## config.mk

```make
export PLATFORM = sky130hd
export DESIGN_NAME = dual_counter_timer_unit
export DESIGN_NICKNAME = d
export VERILOG_FILES = /design/src/hdl/timer_pkg.sv /design/src/hdl/clock_prescaler.sv /design/src/hdl/reload_timer.sv /design/src/hdl/dual_counter_timer_unit.sv
export SDC_FILE = /design/constraint.sdc
export NUM_CORES = 1
export LEC_CHECK = 0
export ABC_AREA = 1
export BUFFER_PORTS_ARGS = -buffer_cell sky130_fd_sc_hd__buf_4
export CAP_MARGIN = 30
export CORE_MARGIN = 2
export CORE_UTILIZATION = 60
export CTS_CLUSTER_DIAMETER = 200
export CTS_CLUSTER_SIZE = 8
export DETAILED_ROUTE_END_ITERATION = 6
export HOLD_SLACK_MARGIN = 0.15
export MAX_ROUTING_LAYER = met4
export PLACE_DENSITY = 0.94
export SLEW_MARGIN = 10
export SYNTH_ARGS = -nofsm -noshare
export SYNTH_HDL_FRONTEND = slang
export SYNTH_SLANG_ARGS = --single-unit
```

## constraint.sdc

```tcl
create_clock -name clk_sys -period 3.5 [get_ports clk_sys]
set_input_delay 0.7 -clock clk_sys [delete_from_list [all_inputs] [get_ports clk_sys]]
set_output_delay 0.7 -clock clk_sys [all_outputs]
set_load 0.01 [all_outputs]
```

## src/hdl/timer_pkg.sv

```systemverilog
package timer_pkg;

    typedef enum logic [1:0] {
        mode_13bit = 2'b00,
        mode_16bit = 2'b01,
        mode_reload = 2'b10,
        mode_split = 2'b11
    } timer_mode_t;

    typedef enum logic [1:0] {
        scale_div12 = 2'b00,
        scale_div4 = 2'b01,
        scale_div48 = 2'b10,
        scale_ext8 = 2'b11
    } clock_scale_t;

    localparam logic [1:0] c_clk_sys = 2'b00;
    localparam logic [1:0] c_clk_div12 = 2'b01;
    localparam logic [1:0] c_clk_ext8 = 2'b10;

    localparam logic [3:0] div12_last = 4'hb;
    localparam logic [1:0] div4_last = 2'h3;
    localparam logic [5:0] div48_last = 6'h2f;
    localparam logic [2:0] ext8_last = 3'h7;

    localparam int low13_bits = 5;
    localparam logic [7:0] byte_reset = 8'h00;
    localparam logic [2:0] sync_reset = 3'h0;

endpackage

```

## src/hdl/clock_prescaler.sv

```systemverilog
`timescale 1ns/1ps

module clock_prescaler (
    input wire logic clk_sys,
    input wire logic resetn,
    input wire logic [1:0] clock_scale_bits,
    input wire logic ext_osc,
    output logic prescale_tick,
    output logic tick_div12,
    output logic tick_ext8
);

    typedef struct packed {
        logic [2:0] osc_sync;
        logic osc_lvl;
        logic [3:0] c12;
        logic [1:0] c4;
        logic [5:0] c48;
        logic [2:0] c8;
    } pre_state_t;

    pre_state_t cur;
    pre_state_t next_cur;
    logic osc_rise;
    logic tick4;
    logic tick48;

    always_comb begin
        next_cur = cur;
        next_cur.osc_sync = {cur.osc_sync[1:0], ext_osc};
        osc_rise = !cur.osc_lvl && (cur.osc_sync[1] == cur.osc_sync[2]) && cur.osc_sync[2];
        if (cur.osc_sync[1] == cur.osc_sync[2]) begin
            next_cur.osc_lvl = cur.osc_sync[2];
        end
        next_cur.c12 = (cur.c12 == timer_pkg::div12_last) ? 4'h0 : cur.c12 + 4'h1;
        next_cur.c4 = cur.c4 + 2'h1;
        next_cur.c48 = (cur.c48 == timer_pkg::div48_last) ? 6'h00 : cur.c48 + 6'h01;
        if (osc_rise) begin
            next_cur.c8 = cur.c8 + 3'h1;
        end
    end

    always_ff @(posedge clk_sys) begin
        if (!resetn) begin
            cur <= '0;
        end else begin
            cur <= next_cur;
        end
    end

    assign tick_div12 = (cur.c12 == timer_pkg::div12_last);
    assign tick4 = (cur.c4 == timer_pkg::div4_last);
    assign tick48 = (cur.c48 == timer_pkg::div48_last);
    // one enable per eighth rising oscillator edge, held a single cycle
    assign tick_ext8 = osc_rise && (cur.c8 == timer_pkg::ext8_last);

    always_comb begin
        unique case (timer_pkg::clock_scale_t'(clock_scale_bits))
            timer_pkg::scale_div12: prescale_tick = tick_div12;
            timer_pkg::scale_div4: prescale_tick = tick4;
            timer_pkg::scale_div48: prescale_tick = tick48;
            timer_pkg::scale_ext8: prescale_tick = tick_ext8;
        endcase
    end

endmodule // clock_prescaler

```

## src/hdl/reload_timer.sv

```systemverilog
`timescale 1ns/1ps

module reload_timer (
    input wire logic clk_sys,
    input wire logic resetn,
    input wire logic run,
    input wire logic split,
    input wire logic [1:0] clk_sel,
    input wire logic tick_div12,
    input wire logic tick_ext8,
    input wire logic [7:0] reload_low,
    input wire logic [7:0] reload_high,
    output logic [7:0] count_low,
    output logic [7:0] count_high,
    output logic ovf_low,
    output logic ovf_high
);

    typedef struct packed {
        logic [7:0] lo;
        logic [7:0] hi;
        logic ovf_lo;
        logic ovf_hi;
    } rt_state_t;

    rt_state_t cur;
    rt_state_t next_cur;
    logic tick;

    always_comb begin
        next_cur = cur;
        next_cur.ovf_lo = 1'b0;
        next_cur.ovf_hi = 1'b0;
        unique case (clk_sel)
            timer_pkg::c_clk_sys: tick = 1'b1;
            timer_pkg::c_clk_div12: tick = tick_div12;
            timer_pkg::c_clk_ext8: tick = tick_ext8;
            default: tick = 1'b0;
        endcase
        if (run && tick) begin
            if (split) begin
                // two independent 8-bit halves, each with its own reload
                next_cur.lo = (cur.lo == 8'hff) ? reload_low : cur.lo + 8'h01;
                next_cur.ovf_lo = (cur.lo == 8'hff);
                next_cur.hi = (cur.hi == 8'hff) ? reload_high : cur.hi + 8'h01;
                next_cur.ovf_hi = (cur.hi == 8'hff);
            end else if ({cur.hi, cur.lo} == 16'hffff) begin
                next_cur.lo = reload_low;
                next_cur.hi = reload_high;
                next_cur.ovf_hi = 1'b1;
            end else begin
                {next_cur.hi, next_cur.lo} = {cur.hi, cur.lo} + 16'h0001;
            end
        end
    end

    always_ff @(posedge clk_sys) begin
        if (!resetn) begin
            cur <= '0;
        end else begin
            cur <= next_cur;
        end
    end

    assign count_low = cur.lo;
    assign count_high = cur.hi;
    assign ovf_low = cur.ovf_lo;
    assign ovf_high = cur.ovf_hi;
endmodule // reload_timer

```

## src/hdl/dual_counter_timer_unit.sv

```systemverilog
`timescale 1ns/1ps

module dual_counter_timer_unit (
    input wire logic clk_sys,
    input wire logic resetn,
    input wire logic [3:0] timer_mode_select_bits,
    input wire logic [1:0] timer_clock_select_bits,
    input wire logic [1:0] clock_scale_bits,
    input wire logic timer_a_run_bit,
    input wire logic timer_b_run_bit,
    input wire logic timer_a_count_select,
    input wire logic timer_b_count_select,
    input wire logic timer_a_gate_bit,
    input wire logic timer_b_gate_bit,
    input wire logic timer_a_irq_enable,
    input wire logic timer_b_irq_enable,
    input wire logic count_pin_a,
    input wire logic count_pin_b,
    input wire logic gate_pin_a,
    input wire logic gate_pin_b,
    input wire logic ext_osc,
    input wire logic [3:0] byte_write,
    input wire logic [7:0] write_data,
    input wire logic timer_a_flag_clear,
    input wire logic timer_b_flag_clear,
    input wire logic timer_c_run,
    input wire logic timer_c_split,
    input wire logic [1:0] timer_c_clock_select,
    input wire logic [7:0] timer_c_reload_low,
    input wire logic [7:0] timer_c_reload_high,
    output logic [7:0] timer_a_low_byte,
    output logic [7:0] timer_a_high_byte,
    output logic [7:0] timer_b_low_byte,
    output logic [7:0] timer_b_high_byte,
    output logic timer_a_overflow_flag,
    output logic timer_b_overflow_flag,
    output logic timer_a_irq,
    output logic timer_b_irq,
    output logic timer_b_overflow_pulse,
    output logic [7:0] timer_c_low_byte,
    output logic [7:0] timer_c_high_byte,
    output logic timer_c_low_overflow,
    output logic timer_c_high_overflow
);

    typedef struct packed {
        logic [2:0] cnt_a_sync;
        logic [2:0] cnt_b_sync;
        logic [2:0] gate_a_sync;
        logic [2:0] gate_b_sync;
        logic cnt_a_lvl;
        logic cnt_b_lvl;
        logic gate_a_lvl;
        logic gate_b_lvl;
        logic [7:0] a_lo;
        logic [7:0] a_hi;
        logic [7:0] b_lo;
        logic [7:0] b_hi;
        logic flag_a;
        logic flag_b;
        logic b_ovf;
    } unit_state_t;

    unit_state_t cur;
    unit_state_t next_cur;
    timer_pkg::timer_mode_t mode_a;
    timer_pkg::timer_mode_t mode_b;
    logic prescale_tick;
    logic tick_div12;
    logic tick_ext8;
    logic fall_a;
    logic fall_b;
    logic base_a;
    logic base_b;
    logic tick_a;
    logic tick_b;
    logic run_a;
    logic run_b;
    logic ovf_a;
    logic ovf_b;
    logic ovf_split_hi;
    logic [16:0] res_a;
    logic [16:0] res_b;

    assign mode_a = timer_pkg::timer_mode_t'(timer_mode_select_bits[1:0]);
    assign mode_b = timer_pkg::timer_mode_t'(timer_mode_select_bits[3:2]);

    // returns {overflow, high, low} after one count step
    function automatic logic [16:0] step(input timer_pkg::timer_mode_t mode,
                                         input logic [7:0] lo, input logic [7:0] hi);
        logic [13:0] v13;
        logic [16:0] v16;
        logic [8:0] v8;
        v13 = {1'b0, hi, lo[timer_pkg::low13_bits-1:0]} + 14'h0001;
        v16 = {1'b0, hi, lo} + 17'h0_0001;
        v8 = {1'b0, lo} + 9'h001;
        unique case (mode)
            timer_pkg::mode_13bit: step = {v13[13], v13[12:5], lo[7:5], v13[4:0]};
            timer_pkg::mode_16bit: step = v16;
            timer_pkg::mode_reload: step = v8[8] ? {1'b1, hi, hi} : {1'b0, hi, v8[7:0]};
            timer_pkg::mode_split: step = {v8[8], hi, v8[7:0]};
        endcase
    endfunction

    // one prescaler serves both general timers, so their prescaled ticks stay in phase
    clock_prescaler u_prescaler (
        .clk_sys(clk_sys),
        .resetn(resetn),
        .clock_scale_bits(clock_scale_bits),
        .ext_osc(ext_osc),
        .prescale_tick(prescale_tick),
        .tick_div12(tick_div12),
        .tick_ext8(tick_ext8)
    );

    // the third timer borrows only the divided ticks and keeps no flags of its own
    reload_timer u_timer_c (
        .clk_sys(clk_sys),
        .resetn(resetn),
        .run(timer_c_run),
        .split(timer_c_split),
        .clk_sel(timer_c_clock_select),
        .tick_div12(tick_div12),
        .tick_ext8(tick_ext8),
        .reload_low(timer_c_reload_low),
        .reload_high(timer_c_reload_high),
        .count_low(timer_c_low_byte),
        .count_high(timer_c_high_byte),
        .ovf_low(timer_c_low_overflow),
        .ovf_high(timer_c_high_overflow)
    );

    always_comb begin
        next_cur = cur;
        // three-stage pin sampling; a level counts once the last two agree,
        // which is why the source must hold each level two clocks
        next_cur.cnt_a_sync = {cur.cnt_a_sync[1:0], count_pin_a};
        next_cur.cnt_b_sync = {cur.cnt_b_sync[1:0], count_pin_b};
        next_cur.gate_a_sync = {cur.gate_a_sync[1:0], gate_pin_a};
        next_cur.gate_b_sync = {cur.gate_b_sync[1:0], gate_pin_b};
        if (cur.cnt_a_sync[2] == cur.cnt_a_sync[1]) next_cur.cnt_a_lvl = cur.cnt_a_sync[2];
        if (cur.cnt_b_sync[2] == cur.cnt_b_sync[1]) next_cur.cnt_b_lvl = cur.cnt_b_sync[2];
        if (cur.gate_a_sync[2] == cur.gate_a_sync[1]) next_cur.gate_a_lvl = cur.gate_a_sync[2];
        if (cur.gate_b_sync[2] == cur.gate_b_sync[1]) next_cur.gate_b_lvl = cur.gate_b_sync[2];
        fall_a = cur.cnt_a_lvl && !next_cur.cnt_a_lvl;
        fall_b = cur.cnt_b_lvl && !next_cur.cnt_b_lvl;
        base_a = timer_clock_select_bits[0] ? 1'b1 : prescale_tick;
        base_b = timer_clock_select_bits[1] ? 1'b1 : prescale_tick;
        // pin edges arrive three clocks after the pin moves, because of the filter
        tick_a = timer_a_count_select ? fall_a : base_a;
        tick_b = timer_b_count_select ? fall_b : base_b;
        run_a = timer_a_run_bit && (!timer_a_gate_bit || cur.gate_a_lvl);
        run_b = timer_b_run_bit && (!timer_b_gate_bit || cur.gate_b_lvl);
        res_a = step(mode_a, cur.a_lo, cur.a_hi);
        ovf_a = 1'b0;
        ovf_split_hi = 1'b0;
        if (run_a && tick_a) begin
            next_cur.a_lo = res_a[7:0];
            if (mode_a != timer_pkg::mode_split) next_cur.a_hi = res_a[15:8];
            ovf_a = res_a[16];
        end
        if (mode_a == timer_pkg::mode_split && timer_b_run_bit && base_a) begin
            // high half borrows the second run bit and only times clocks
            next_cur.a_hi = cur.a_hi + 8'h01;
            ovf_split_hi = (cur.a_hi == 8'hff);
        end
        res_b = step(mode_b, cur.b_lo, cur.b_hi);
        ovf_b = 1'b0;
        if (mode_a == timer_pkg::mode_split) begin
            // run control moves to the mode bits; pin counting is lost
            if (mode_b != timer_pkg::mode_split && base_b) begin
                {ovf_b, next_cur.b_hi, next_cur.b_lo} = res_b;
            end
        end else if (mode_b != timer_pkg::mode_split && run_b && tick_b) begin
            {ovf_b, next_cur.b_hi, next_cur.b_lo} = res_b;
        end
        next_cur.b_ovf = ovf_b;
        // writes come last, so software beats a count step in the same cycle
        if (byte_write[0]) next_cur.a_lo = write_data;
        if (byte_write[1]) next_cur.a_hi = write_data;
        if (byte_write[2]) next_cur.b_lo = write_data;
        if (byte_write[3]) next_cur.b_hi = write_data;
        // a set in the clearing cycle is kept
        next_cur.flag_a = ovf_a || (cur.flag_a && !timer_a_flag_clear);
        if (mode_a == timer_pkg::mode_split) begin
            next_cur.flag_b = ovf_split_hi || (cur.flag_b && !timer_b_flag_clear);
        end else begin
            next_cur.flag_b = ovf_b || (cur.flag_b && !timer_b_flag_clear);
        end
    end

    always_ff @(posedge clk_sys) begin
        if (!resetn) begin
            cur <= '0;
        end else begin
            cur <= next_cur;
        end
    end

    assign timer_a_low_byte = cur.a_lo;
    assign timer_a_high_byte = cur.a_hi;
    assign timer_b_low_byte = cur.b_lo;
    assign timer_b_high_byte = cur.b_hi;
    assign timer_a_overflow_flag = cur.flag_a;
    assign timer_b_overflow_flag = cur.flag_b;
    // irq is not registered: a change of enable acts in the same cycle
    assign timer_a_irq = cur.flag_a && timer_a_irq_enable;
    assign timer_b_irq = cur.flag_b && timer_b_irq_enable;
    assign timer_b_overflow_pulse = cur.b_ovf;
endmodule // dual_counter_timer_unit

```

# Word level (Yosys, flattened, before mapping)

Index checks and enable logic that the tools add are counted.

Register bits: 88
Word-level logic and storage cells: 153

$add $sub $neg: 14
Equal/unequal tests: 31
Muxes and demuxes: 34
Bitwise gates (word level): 1
Reductions and logical operators: 47

Operators by type and width:

| operator                                                                | number |
|---|---|
| 17-bit case mux with 4 select lines                                     | 2 |
| 16-bit 2-to-1 mux                                                       | 6 |
| 8-bit 2-to-1 mux                                                        | 8 |
| 16-bit by 1-bit adder with 17-bit output, second input constant         | 2 |
| 17-bit 2-to-1 mux                                                       | 2 |
| 13-bit by 1-bit adder with 14-bit output, second input constant         | 2 |
| 8-bit by 1-bit adder with 8-bit output, second input constant           | 3 |
| 8-bit equality test, second input constant                              | 3 |
| 8-bit by 1-bit adder with 9-bit output, second input constant           | 2 |
| 1-bit logical AND                                                       | 18 |
| 16-bit by 1-bit adder with 16-bit output, second input constant         | 1 |
| 16-bit equality test, second input constant                             | 1 |
| 2-bit equality test, second input constant                              | 8 |
| 1-bit 2-to-1 mux                                                        | 14 |
| 3-bit nonzero test                                                      | 4 |
| 3-bit by 2-bit inequality test with 1-bit output, second input constant | 3 |
| 2-bit by 1-bit equality test with 1-bit output, second input constant   | 4 |
| 2-bit zero test                                                         | 4 |
| 2-bit AND reduction                                                     | 4 |
| 1-bit zero test                                                         | 7 |
| 6-bit by 1-bit adder with 6-bit output, second input constant           | 1 |
| 6-bit equality test, second input constant                              | 1 |
| 2-bit inequality test, second input constant                            | 3 |
| 1-bit equality test                                                     | 5 |
| 14 further kinds                                                        | 19 |

# Depth between registers and ports, before layout

Depth in word-level cells: 12
Mapped depth: 15

# By module

Synthesis repeated with hierarchy kept, for this count alone.

Cells, all modules: 992
Area, all modules: 6190.9 sq um

By module, submodules not included:

| module                  | instances | cells each | area each (sq um) |
|---|---|---|---|
| dual_counter_timer_unit | 1         | 666        | 3985.1 |
| reload_timer            | 1         | 225        | 1378.8 |
| clock_prescaler         | 1         | 101        | 827.0 |

# Worst setup path before layout

No wires, ideal clock.

Path kind: input -> register
From: input byte_write[3]
To: register cur (netlist bit timer_b_high_byte[7])
Setup time: 133 ps
Arrival time: 1647 ps
Data required time: 3367 ps
Setup slack: 1720 ps
Stages: 6
Cells stage by stage: clkbuf_1 -> inv_1 -> clkbuf_1 -> or2_2 -> nand3_2 -> a21oi_2

Longest elaborated chain between the ends: 2

Ends and longest elaborated chain:

| what                                                                                                    | line                           | RTL |
|---|---|---|
| from (decl)                                                                                             | dual_counter_timer_unit.sv:22  | `input wire logic [3:0] byte_write,` |
| 3-bit by 2-bit inequality test with 1-bit output (no source line) or 3-bit nonzero test (tied branches) | n/a                            |  |
| 2-bit AND reduction (no source line)                                                                    | n/a                            |  |
| to (signal assigned)                                                                                    | dual_counter_timer_unit.sv:196 | `cur <= next_cur;` |
| to (decl)                                                                                               | dual_counter_timer_unit.sv:64  | `unit_state_t cur;` |

Several ways; a longest one is shown, not always the timed one.
A chain may end at the register's enable or synchronous reset.

# Worst setup path in the final report

From: register u_prescaler.cur[11] (netlist bit)
To: register u_timer_c.cur (netlist bit u_timer_c.count_high[2])

Longest elaborated chain between the ends: 3

Ends and longest elaborated chain:

| what                               | line                  | RTL |
|---|---|---|
| from (decl)                        | clock_prescaler.sv:22 | `pre_state_t cur;` |
| from (signal assigned)             | clock_prescaler.sv:47 | `cur <= next_cur;` |
| 4-bit equality test                | clock_prescaler.sv:51 | `assign tick_div12 = (cur.c12 == timer_pkg::div12_last);` |
| 1-bit case mux with 3 select lines | reload_timer.sv:34    | `unique case (clk_sel)` |
| 1-bit logical AND                  | reload_timer.sv:40    | `if (run && tick) begin` |
| to (signal assigned)               | reload_timer.sv:61    | `cur <= next_cur;` |
| to (decl)                          | reload_timer.sv:26    | `rt_state_t cur;` |

Every way passes these cells.

==> results.json <==
{
  "fin_skew_ns": 0.0146,
  "synthArstFlopShare": 0,
  "finalWirelength_mm": 16.6,
  "dp.cells": 1157,
  "cts.sinks": 88,
  "num_vias": 6487,
  "ys_ff_latch": 88,
  "hp-start": "cur[42]",
  "synth-edff-count": 0,
  "drive_above_1_share": 0.203,
  "timing.rr.end": "u_timer_c.count_high[2]",
  "cts_resized": 0,
  "syn_area_per_cell_sq_um": 6.44,
  "final_util": 0.691,
  "io_pins": 112,
  "die_w_um": 106,
  "hp-class": "reg2reg",
  "slew-limit-headroom": 0.530,
  "syn_to_final_growth_pct": 13.6,
  "crit_type": "reg2reg",
  "final-max-slew-violation-count": 0,
  "cts_root_buffer": "clkbuf_8",
  "die-area_sq_um": 11200,
  "clk_pin_slew_ns": 0.10,
  "endpoint_kind": "register",
  "r2r_start": "u_prescaler.cur[11]",
  "fin_cells": 1173,
  "die_h_um": 106,
  "rows": 37,
  "drv_cap": 0,
  "period_share": 0.616,
  "p_leak_nw": 3.36,
  "cp_max_fo": 16,
  "post_cts_buffers": 0,
  "clock.fmax_mhz": 464,
  "yosysSeqAreaShare": 0.284,
  "cp-startpoint": "u_prescaler.cur[11]",
  "route.detailed.drc": 0,
  "synth_cell_types": 51,
  "synth_ff_type": "dfxtp_1",
  "rsz0062_at_grt": "false",
  "setup_violations": 0,
  "total_power_w": 0.00224,
  "ys_warn_count": 0,
  "holdWs_ns": 0.421,
  "hold-path-endpoint": "cur[43]",
  "viasPerCell": 5.53,
  "dp_hpwl_mm": 12.2,
  "cp_data_arrival_time_ns": 2.45,
  "hold_depth": 2,
  "drtIter0Drc": 422,
  "wire_per_inst_um": 14.1,
  "startpoint_type": "register",
  "vdd_ir_drop_max_uv": 280,
  "layout_common_cells": "226 x nand2_1, 112 x buf_4, 103 x inv_1",
  "path_delay_family": "simple AND/OR/NAND/NOR gates",
  "io_buffer_count": 111,
  "htreeDepth": 3,
  "postRouteAntennaNets": 0,
  "syn_nets": 1029,
  "layout_min_cycle_time_ns": 2.16,
  "globalplace.congestion": 0.977,
  "final_common_cell": "nand2_1",
  "reg2regPathDepth": 9,
  "power.density_nw_per_um2": 318,
  "cp_num_buf_inv": 2,
  "antenna_found_initial": 0,
  "coreArea_sq_um": 10200,
  "cts_buffer_depth": 2,
  "num-nets-final": 1099,
  "path_cells": "ha_1 > nand3_1 > o21ai_0 > nand3_1 > inv_2 > nand2_1 > clkinv_1 > o21ai_0 > a31oi_1",
  "worstMarginPinSlew_ns": 0.706,
  "max_stage_delay_ns": 0.38,
  "grt_max_degree": 55,
  "cts_hold_buf": 0,
  "grt_pass1_wl_mm": 27.1,
  "cts_tree": "built",
  "synthCells": 962,
  "grt_pass1_vias": 5796,
  "synth_area_sq_um": 6200,
  "numCtsBuffers": 9,
  "hold_violations": 0,
  "start_util": 0.609,
  "setup_tns_ns": 0,
  "slowest_stage": "inv_2",
  "antennaDiodeCount": 0,
  "overflow": 0,
  "rrSetupSlack_ns": 1.34,
  "clock_latency_ns": 0.38,
  "grt.total_usage": 0.305,
  "required_ns": 3.79,
  "status": "finished, final reports clean",
  "drt_first_pass_iters": 5
}
[cell usage after synthesis, types with 6 or more instances]
cell,instances,area (sq um)
inv_2,14,52.6
nor2_2,8,50.1
buf_4,33,248
clkbuf_1,11,41.3
nor2_4,10,113
a21oi_1,53,265
o21ai_1,36,180
o21ai_0,41,205
nand2_2,14,87.6
nand4_1,18,113
nand2_4,6,67.6
a31oi_1,7,43.8
o211ai_1,8,60.1
nand3_2,10,100
xor2_1,17,149
inv_1,103,387
ha_1,10,125
nor2_1,95,357
nand2_1,226,848
nand3_1,98,490
dfxtp_1,88,1760
[state kept, by name (all words and copies together) (netlist names)]
signal and count:
cur 16, timer_a_high_byte 8, timer_a_low_byte 8, timer_a_overflow_flag 1, timer_b_high_byte 8, timer_b_low_byte 8, timer_b_overflow_flag 1, timer_b_overflow_pulse 1
u_prescaler.cur 19, u_timer_c.count_high 8, u_timer_c.count_low 8, u_timer_c.ovf_high 1, u_timer_c.ovf_low 1
[how the worst max path moves through the flow]
| stage | to | depth (start not counted) | slack (ns) |
|---|---|---|---|
| floorplan | timer_b_high_byte[7] | 6 | 1.72 |
| global placement | u_timer_c.count_high[4] | 7 | 1.28 |
| detailed placement | u_timer_c.count_high[2] | 8 | 1.24 |
| CTS | u_timer_c.count_high[2] | 9 | 1.35 |
| global route | u_timer_c.count_high[2] | 10 | 1.12 |
| finish | u_timer_c.count_high[2] | 9 | 1.34 |
[logic make-up after synthesis]
group	count (synthesis)	synth area share
AND/OR/NAND/NOR	504	0.387
buffers and inverters	176	0.132
AO/OA/AOI/OAI	163	0.147
flip-flops	88	0.284
XOR/XNOR	21	0.0297
adder cells (fa/ha/maj)	10	0.0202
[final cells by class]
class / count / area (sq um)
Multi-Input combinational cell: 698 / 3620
Fill cell: 895 / 3140
Sequential cell: 88 / 1760
Timing Repair Buffer: 112 / 841
Inverter: 123 / 469
Tap cell: 136 / 170
Clock buffer: 9 / 124
Clock inverter: 7 / 58.8
[per-layer routing]
layer,routed length (um),global-route usage,up-vias,share of wire
li1,-,-,3238,-
met1,6880,0.384,2874,0.41
met2,7660,0.489,331,0.46
met3,1510,0.0476,44,0.091
met4,526,0.127,0,0.032
met5,0,-,-,0
[report_power, final]
| part | total, W | switching, W | internal, W |
|---|---|---|---|
| clock network | 0.000693 | 0.000421 | 0.000272 |
| registers | 0.00112 | 0.0000756 | 0.00105 |
| logic | 0.000423 | 0.000246 | 0.000177 |
[per-stage QoR]
| step | cell area (sq um) | setup slack [ns] |
|---|---|---|
| floorplan | 6200 | 1.72 |
| global placement | 6860 | 1.28 |
| detailed placement | 6860 | 1.24 |
| CTS | 7040 | 1.35 |
| global route | 7040 | 1.12 |
| finish | 7040 | 1.34 |
[worst min-delay path: stages, from the launching register on]
cell	delay [ns]
dfxtp_1	0.32
nand2_1	0.05
inv_1	0.04
(Power assumes the default switching activity.)
